## src/inc/bmce_pkg.sv

```systemverilog
package bmce_pkg;

   // ************************************************************
   // Bus geometry defaults.
   // ************************************************************
   localparam int ADDR_WIDTH = 32;
   localparam int DATA_WIDTH = 32;
   localparam int GRAN_WIDTH = 8;
   localparam int SEL_WIDTH = DATA_WIDTH / GRAN_WIDTH;
   localparam int LEN_WIDTH = 8;

   // ************************************************************
   // Cycle kinds requested by the user side.
   // ************************************************************
   typedef enum logic [1:0] {
      bmce_kind_single = 2'h0,
      bmce_kind_block = 2'h1,
      bmce_kind_rmw = 2'h2
   } bmce_kind_type;

   // ************************************************************
   // Response codes given back to the user side.
   // ************************************************************
   typedef enum logic [1:0] {
      bmce_resp_ok = 2'h0,
      bmce_resp_err = 2'h1,
      bmce_resp_rty = 2'h2
   } bmce_resp_type;

   // ************************************************************
   // Slave wait-state default.
   // ************************************************************
   localparam int SLAVE_WAIT = 1;

endpackage

```

## src/inc/bmce_if.sv

```systemverilog
`timescale 1ns/1ps
interface bmce_if #(
   parameter int AW = bmce_pkg::ADDR_WIDTH,
   parameter int DW = bmce_pkg::DATA_WIDTH,
   parameter int SW = bmce_pkg::SEL_WIDTH
);
   logic [AW-1:0] adr;
   logic [DW-1:0] dat_m2s;
   logic [DW-1:0] dat_s2m;
   logic [SW-1:0] sel;
   logic we;
   logic stb;
   logic cyc;
   logic ack;
   logic err;
   logic rty;

   modport master (
      output adr,
      output dat_m2s,
      output sel,
      output we,
      output stb,
      output cyc,
      input dat_s2m,
      input ack,
      input err,
      input rty
   );

   modport slave (
      input adr,
      input dat_m2s,
      input sel,
      input we,
      input stb,
      input cyc,
      output dat_s2m,
      output ack,
      output err,
      output rty
   );
endinterface

```

## src/hdl/bmce_master.sv

```systemverilog
// Contract
// RL1: Start drives address, write, selects, strobe, cycle.
// RL2: Slave decodes strobe and address, returns data.
// RL3: Slave acknowledges, may insert wait states.
// RL4: Master samples acknowledge, captures data, drops strobe.
// RL5: Write drives data; slave acknowledges after capture.
// RL6: Block holds cycle across all phases.
// RL7: Cycle signal marks bus wanted and released.
// RL8: Read-modify-write is read then write, same place.
// RL9: Cycle stays high through both RMW phases.
// RL10: Arbiter keeps grant until cycle falls.
// RL11: Either byte order is allowed.
// RL12: Ordering matters only below operand granularity.
// RL13: Opposite orders cross-wire data and select lanes.
// RL14: Wide operands may need address adjustment.
// RL15: Answers: acknowledge, optional error, optional retry.
// RL16: No signal is bidirectional or three-state.
// RL17: Phase outputs hold steady until acknowledge.
// RL18: Reset drops strobe and cycle, goes idle.
`timescale 1ns/1ps
module bmce_master #(
   parameter bit SWAP_BYTES = 1'b0
) (
   input wire logic clk,
   input wire logic srst,
   bmce_if.master bus,
   input wire logic req_valid,
   input wire bmce_pkg::bmce_kind_type req_kind,
   input wire logic req_we,
   input wire logic [bmce_pkg::ADDR_WIDTH-1:0] req_addr,
   input wire logic [bmce_pkg::SEL_WIDTH-1:0] req_sel,
   input wire logic [bmce_pkg::DATA_WIDTH-1:0] req_wdata,
   input wire logic [bmce_pkg::DATA_WIDTH-1:0] req_rmw_mask,
   input wire logic [bmce_pkg::LEN_WIDTH-1:0] req_len,
   output logic req_ready,
   output logic rsp_valid,
   output logic [bmce_pkg::DATA_WIDTH-1:0] rsp_rdata,
   output bmce_pkg::bmce_resp_type rsp_code,
   output logic rsp_last
);

   localparam int DW = bmce_pkg::DATA_WIDTH;
   localparam int GW = bmce_pkg::GRAN_WIDTH;
   localparam int SW = bmce_pkg::SEL_WIDTH;
   // Operands never exceed the port, so each phase steps one whole port word
   // and no address rework is needed between byte orders. see RL14
   localparam logic [bmce_pkg::ADDR_WIDTH-1:0] ADDR_STEP = bmce_pkg::ADDR_WIDTH'(SW);

   typedef enum logic [2:0] {
      bmce_st_idle = 3'h1,
      bmce_st_phase = 3'h2,
      bmce_st_rmw_wr = 3'h4
   } bmce_state_type;

   // ************************************************************
   // Byte-lane helpers.
   // ************************************************************
   // Opposite byte order is a pure lane rewiring, no logic depth. see RL11 see RL12 see RL13
   function automatic logic [DW-1:0] swap_data(input logic [DW-1:0] d);
      logic [DW-1:0] r;
      r = '0;
      for (int i = 0; i < SW; i++) begin
         r[i*GW +: GW] = SWAP_BYTES ? d[(SW-1-i)*GW +: GW] : d[i*GW +: GW];
      end
      return r;
   endfunction

   function automatic logic [SW-1:0] swap_sel(input logic [SW-1:0] s);
      logic [SW-1:0] r;
      r = '0;
      for (int i = 0; i < SW; i++) begin
         r[i] = SWAP_BYTES ? s[SW-1-i] : s[i];
      end
      return r;
   endfunction

   // ************************************************************
   // State.
   // ************************************************************
   bmce_state_type state_reg;
   logic [bmce_pkg::ADDR_WIDTH-1:0] adr_reg;
   logic [DW-1:0] dat_reg;
   logic [SW-1:0] sel_reg;
   logic we_reg;
   logic stb_reg;
   logic cyc_reg;
   logic [bmce_pkg::LEN_WIDTH-1:0] left_reg;
   logic [DW-1:0] wdata_reg;
   logic [DW-1:0] mask_reg;
   logic done;
   logic [DW-1:0] rd_now;

   // Any of the three answers closes the current phase.
   assign done = stb_reg && (bus.ack || bus.err || bus.rty);
   assign rd_now = swap_data(bus.dat_s2m);

   // Sequencing of single, block and read-modify-write cycles.
   always_ff @(posedge clk) begin
      if (srst) begin
         state_reg <= bmce_st_idle; // see RL18
         stb_reg <= 1'b0;
         cyc_reg <= 1'b0;
         we_reg <= 1'b0;
         adr_reg <= '0;
         sel_reg <= '0;
         dat_reg <= '0;
         left_reg <= '0;
         wdata_reg <= '0;
         mask_reg <= '0;
      end else begin
         case (state_reg)
            bmce_st_idle: begin
               if (req_valid) begin
                  // All phase outputs rise together on the starting edge. see RL1 see RL7
                  adr_reg <= req_addr;
                  sel_reg <= swap_sel(req_sel);
                  we_reg <= (req_kind == bmce_pkg::bmce_kind_rmw) ? 1'b0 : req_we; // see RL8
                  dat_reg <= swap_data(req_wdata); // see RL5
                  wdata_reg <= req_wdata;
                  mask_reg <= req_rmw_mask;
                  left_reg <= (req_kind == bmce_pkg::bmce_kind_block) ? req_len : '0;
                  stb_reg <= 1'b1;
                  cyc_reg <= 1'b1;
                  state_reg <= (req_kind == bmce_pkg::bmce_kind_rmw) ? bmce_st_rmw_wr : bmce_st_phase;
               end
            end
            bmce_st_phase: begin
               // Outputs hold until an answer is sampled. see RL4 see RL17
               if (done) begin
                  if (left_reg > 1 && bus.ack) begin
                     // Next phase follows back to back, cycle stays high. see RL6
                     left_reg <= left_reg - 1'b1;
                     adr_reg <= adr_reg + ADDR_STEP;
                  end else begin
                     stb_reg <= 1'b0;
                     cyc_reg <= 1'b0; // see RL6 see RL7 see RL10
                     state_reg <= bmce_st_idle;
                  end
               end
            end
            bmce_st_rmw_wr: begin
               if (done && stb_reg && !we_reg) begin
                  if (bus.ack) begin
                     // Same location written back, cycle never drops. see RL8 see RL9
                     we_reg <= 1'b1;
                     dat_reg <= swap_data((rd_now & ~mask_reg) | (wdata_reg & mask_reg));
                  end else begin
                     // A refused read phase abandons the write, so the location is left untouched.
                     stb_reg <= 1'b0;
                     cyc_reg <= 1'b0;
                     state_reg <= bmce_st_idle;
                  end
               end else if (done) begin
                  stb_reg <= 1'b0;
                  cyc_reg <= 1'b0; // see RL9
                  state_reg <= bmce_st_idle;
               end
            end
            default: begin
               state_reg <= bmce_st_idle;
               stb_reg <= 1'b0;
               cyc_reg <= 1'b0;
            end
         endcase
      end
   end

   // ************************************************************
   // Responses to the user side.
   // ************************************************************
   // Read data is captured on the answering edge. see RL4
   always_ff @(posedge clk) begin
      if (srst) begin
         rsp_valid <= 1'b0;
         rsp_rdata <= '0;
         rsp_code <= bmce_pkg::bmce_resp_ok;
         rsp_last <= 1'b0;
      end else begin
         rsp_valid <= done;
         if (done) begin
            rsp_rdata <= rd_now;
            rsp_code <= bus.ack ? bmce_pkg::bmce_resp_ok :
                        (bus.err ? bmce_pkg::bmce_resp_err : bmce_pkg::bmce_resp_rty); // see RL15
            rsp_last <= !(bus.ack && ((state_reg == bmce_st_phase && left_reg > 1) ||
                                      (state_reg == bmce_st_rmw_wr && !we_reg)));
         end
      end
   end

   // Ready lags the state by one cycle and is only advisory; busy requests are ignored.
   always_ff @(posedge clk) begin
      if (srst) begin
         req_ready <= 1'b0;
      end else begin
         req_ready <= (state_reg == bmce_st_idle) && !req_valid;
      end
   end

   // ************************************************************
   // Bus outputs.
   // ************************************************************
   // Dedicated one-way outputs only, all from flip-flops. see RL16
   assign bus.adr = adr_reg;
   assign bus.dat_m2s = dat_reg;
   assign bus.sel = sel_reg;
   assign bus.we = we_reg;
   assign bus.stb = stb_reg;
   assign bus.cyc = cyc_reg;

endmodule

```

## src/flat_wrapper.sv

```systemverilog
// flat-port wrapper written by rule: the top's interface ports become plain ports
module bmce_master_flat 
#(
   parameter bit SWAP_BYTES = 1'b0
)
  (clk, srst, req_valid, req_kind, req_we, req_addr, req_sel, req_wdata, req_rmw_mask, req_len, req_ready, rsp_valid, rsp_rdata, rsp_code, rsp_last, bus_adr, bus_dat_m2s, bus_sel, bus_we, bus_stb, bus_cyc, bus_dat_s2m, bus_ack, bus_err, bus_rty);
  bmce_if bus_i ();
  input wire logic clk;
  input wire logic srst;
  input wire logic req_valid;
  input wire bmce_pkg::bmce_kind_type req_kind;
  input wire logic req_we;
  input wire logic [bmce_pkg::ADDR_WIDTH-1:0] req_addr;
  input wire logic [bmce_pkg::SEL_WIDTH-1:0] req_sel;
  input wire logic [bmce_pkg::DATA_WIDTH-1:0] req_wdata;
  input wire logic [bmce_pkg::DATA_WIDTH-1:0] req_rmw_mask;
  input wire logic [bmce_pkg::LEN_WIDTH-1:0] req_len;
  output logic req_ready;
  output logic rsp_valid;
  output logic [bmce_pkg::DATA_WIDTH-1:0] rsp_rdata;
  output bmce_pkg::bmce_resp_type rsp_code;
  output logic rsp_last;
  output wire logic [$bits(bus_i.adr)-1:0] bus_adr;
  output wire logic [$bits(bus_i.dat_m2s)-1:0] bus_dat_m2s;
  output wire logic [$bits(bus_i.sel)-1:0] bus_sel;
  output wire logic [$bits(bus_i.we)-1:0] bus_we;
  output wire logic [$bits(bus_i.stb)-1:0] bus_stb;
  output wire logic [$bits(bus_i.cyc)-1:0] bus_cyc;
  input wire logic [$bits(bus_i.dat_s2m)-1:0] bus_dat_s2m;
  input wire logic [$bits(bus_i.ack)-1:0] bus_ack;
  input wire logic [$bits(bus_i.err)-1:0] bus_err;
  input wire logic [$bits(bus_i.rty)-1:0] bus_rty;
  assign bus_adr = bus_i.adr;
  assign bus_dat_m2s = bus_i.dat_m2s;
  assign bus_sel = bus_i.sel;
  assign bus_we = bus_i.we;
  assign bus_stb = bus_i.stb;
  assign bus_cyc = bus_i.cyc;
  assign bus_i.dat_s2m = bus_dat_s2m;
  assign bus_i.ack = bus_ack;
  assign bus_i.err = bus_err;
  assign bus_i.rty = bus_rty;
  bmce_master #(.SWAP_BYTES(SWAP_BYTES)) u_core (.clk(clk), .srst(srst), .bus(bus_i), .req_valid(req_valid), .req_kind(req_kind), .req_we(req_we), .req_addr(req_addr), .req_sel(req_sel), .req_wdata(req_wdata), .req_rmw_mask(req_rmw_mask), .req_len(req_len), .req_ready(req_ready), .rsp_valid(rsp_valid), .rsp_rdata(rsp_rdata), .rsp_code(rsp_code), .rsp_last(rsp_last));
endmodule
```

## config.mk

```make
export PLATFORM = sky130hd
export DESIGN_NAME = bmce_master_flat
export DESIGN_NICKNAME = d
export VERILOG_FILES = /design/src/inc/bmce_pkg.sv /design/src/inc/bmce_if.sv /design/src/hdl/bmce_master.sv /design/src/flat_wrapper.sv
export SDC_FILE = /design/constraint.sdc
export NUM_CORES = 1
export LEC_CHECK = 0
export ABC_AREA = 1
export BUFFER_PORTS_ARGS = -buffer_cell sky130_fd_sc_hd__buf_4
export CAP_MARGIN = 25
export CORE_MARGIN = 2
export CORE_UTILIZATION = 54
export CTS_BUF_LIST = sky130_fd_sc_hd__clkbuf_4 sky130_fd_sc_hd__clkbuf_8
export CTS_CLUSTER_SIZE = 20
export DETAILED_ROUTE_END_ITERATION = 12
export PLACE_DENSITY = 0.83
export SETUP_SLACK_MARGIN = 0.3
export SLEW_MARGIN = 20
export SYNTH_ARGS = -nofsm -noshare
export SYNTH_HDL_FRONTEND = slang
export SYNTH_SLANG_ARGS = --single-unit
```

## constraint.sdc

```tcl
create_clock -name clk -period 2.1 [get_ports clk]
set_input_delay 0.21 -clock clk [delete_from_list [all_inputs] [get_ports clk]]
set_output_delay 0.21 -clock clk [all_outputs]
set_load 0.02 [all_outputs]
```

==> impl_metrics.yaml <==
placed_design:
  hpwlAfterDp_um: 17410
  routabilityCongestion: 0.9441
  portBuffers: 256
  dpl_cell_area_mm2: 0.01073
floorplan:
  initial_utilization_pct: 54.85
  die_y_um: 130.3
  die-area_mm2: 0.01699
  die_x_um: 130.3
  pin_count: 257
  row_count: 46
  fp.coreArea_mm2: 0.01571
grt:
  grt_use_total_pct: 34.09
  grt_pass1_vias: 9635
  grt-ovfl-total: 0
  antenna_found_initial: 1
  grt_pass1_wl_um: 45920
  grt_start_max_net_pins: 123
critical_path:
  reg2reg_slack_ns: 0.35
  crit_arrival_ns: 2.11
  path_class: "reg -> reg"
  endpoint_kind: "flop"
  cp.required_ns: 2.46
  r2r_cells: 5
  cp-start-kind: "flop"
  crit_fanout: 67
routing:
  dr.pass1.iters: 5
  avgViaCountPerCell: 5.499
  vias: 10320
  drc: 0
  ant_nets: 0
  routedWlPerCell_um: 16.57
  routed_wl_um: 31080
  drtIter0Drc: 885
final_layout:
  mostFrequentLayoutCells: "311 x nor2_1, 303 x nand2_1, 269 x buf_4"
  syn2layout_area_growth_pct: 43.21
  nets: 1798
  stdcell_area_mm2: 0.01234
  final_common_cell: "nor2_1"
  drive_above_1_share_pct: 21.64
clocking:
  clockBufferDepth: 2
  numCtsBuffers: 17
  clockRootBuffer: "clkbuf_8"
  clk_latency_ns: 0.47
  cts.sinks: 182
  tritoncts: "done"
  h-tree-depth: 4
  clk_pin_slew_worst_paths_ns: 0.10
run_status:
  status: "finished, final reports clean"
logic_synthesis:
  synth_warnings: 0
  async_reset_ff_share_pct: 0
  syn_avg_cell_area_um2: 6.534
  synth.cell_area_mm2: 0.008618
  ys_ff_latch: 182
  synth-edff-count: 0
  syn_inst: 1319
  yosys.area.top_type: "dfxtp_1"
  netlist_top_cells_area: "dfxtp_1 42%, nor2_1 14%, nand2_1 13%"
  synth.net_count: 1471
  synth_flop_cell: "dfxtp_1"
  yosysSeqAreaShare_pct: 42.28
  netlist.area_leader.share_pct: 42.28
  ys_types: 30
timing:
  post-route-period-util_pct: 83.52
  setup_viol: 0
  fin_crit_ns: 1.754
  maxSlewViolCount: 0
  hold_viol_final: 0
  rsz0062_at_grt: "true"
  relSlewSlack_pct: 64.90
  fin_worst_skew_ns: 0.01902
  fmax_mhz: 570.2
  worstMarginPinSlew_ns: 0.5246
  setup_tns_ns: 0
pwr:
  power_leakage_uw: 0.005559
  ir_drop_mv: 0.5314
  powerDensity_mw_per_mm2: 792.7
hold_path:
  holdPathStages: 4
  hold_path.class: "in -> reg"
flow_run:
  max_cap_viol_count: 0
[area by class of cell]
cell class	instances	area [um2]
diodes	1	2.502
clock buffers	23	304.0
clock inverters	9	115.1
fillers	1091	3371
inverters	99	372.9
multi-input cells	966	4323
flip-flops and latches	182	3647
well taps	216	270.3
repair buffers	380	3307
[report_power, final]
| group | internal (uW) | total (uW) | switching, uW | leakage, uW |
|---|---|---|---|---|
| logic | 1270 | 2970 | 1700 | 0.00384 |
| clock network | 1230 | 2540 | 1320 | 0.000216 |
| registers | 3890 | 4270 | 377 | 0.00150 |
| total | 6390 | 9780 | 3390 | 0.00556 |
[cells by family (layout without fill, tap and decap cells)]
logic type | after synthesis | after routing | synth area share (%)
flops | 182 | 182 | 42.28
xor+xnor | 4 | 4 | 0.4066
compound gates | 240 | 240 | 15.35
buf+inv | 171 | 511 | 8.261
other cells | 0 | 1 | 0
fa+ha+maj | 3 | 3 | 0.4356
simple gates | 719 | 719 | 33.28
[cells in the mapped netlist (3+ instances only)]
cell	number
buf_4	4
nand3_1	77
nor2_2	6
nor3_1	6
nand2_1	305
o21ai_0	142
dfxtp_1	182
buf_2	20
inv_1	94
a21oi_1	46
nor2_1	316
a211oi_1	32
a21oi_2	6
inv_2	5
buf_1	4
o21ai_1	9
clkbuf_1	40
ha_1	3
nand4_1	3
buf_6	4
[layer usage]
metal	wire length (um)	track usage, %	up-vias
li1	-	-	4859
met1	11450	38.34	4684
met2	14940	58.21	605
met3	2775	8.487	169
met4	1915	21.03	0
met5	0	0	-
[worst paths after layout]
path                                         from                                end
setup / recovery      u_core.bus.cyc$_SDFFE_PP0P_  u_core.rsp_rdata[20]$_SDFFE_PP0P_
hold / removal                            bus_err    u_core.rsp_code[1]$_SDFFE_PP0P_
setup reg to reg      u_core.bus.cyc$_SDFFE_PP0P_  u_core.rsp_rdata[20]$_SDFFE_PP0P_
hold reg to reg   u_core.left_reg[6]$_SDFFE_PP0P_    u_core.left_reg[6]$_SDFFE_PP0P_
[what timing repair did]
item | CTS | global route
setup endpoints to repair | 0 | 94
hold endpoints to repair | 94 | 0
buffers inserted | 0 | 2
hold buffers | 94 | 0
resized for setup | 0 | 20
[stage by stage]
step,utilization [%],hold slack [ns],setup slack (ns),power [uW],std cells
after global routing,78.55,0.03634,0.2458,10210,1876
final,78.55,0.02520,0.3461,9784,1876
after global placement,68.26,0.4304,0.4431,6722,1739
after floorplan,-,0.3449,0.3893,5789,1319
after CTS,76.92,0.00009415,0.3279,9428,1865
after detailed placement,68.26,0.4389,0.3504,6794,1739
[critical path, stage by stage (launching register included)]
cell      delay [ns]
dfxtp_1         0.43
nand2_1         0.22
inv_2           0.11
clkbuf_8        0.42
nor2_1          0.14
a211oi_1        0.28
(Power assumes the default switching activity.)
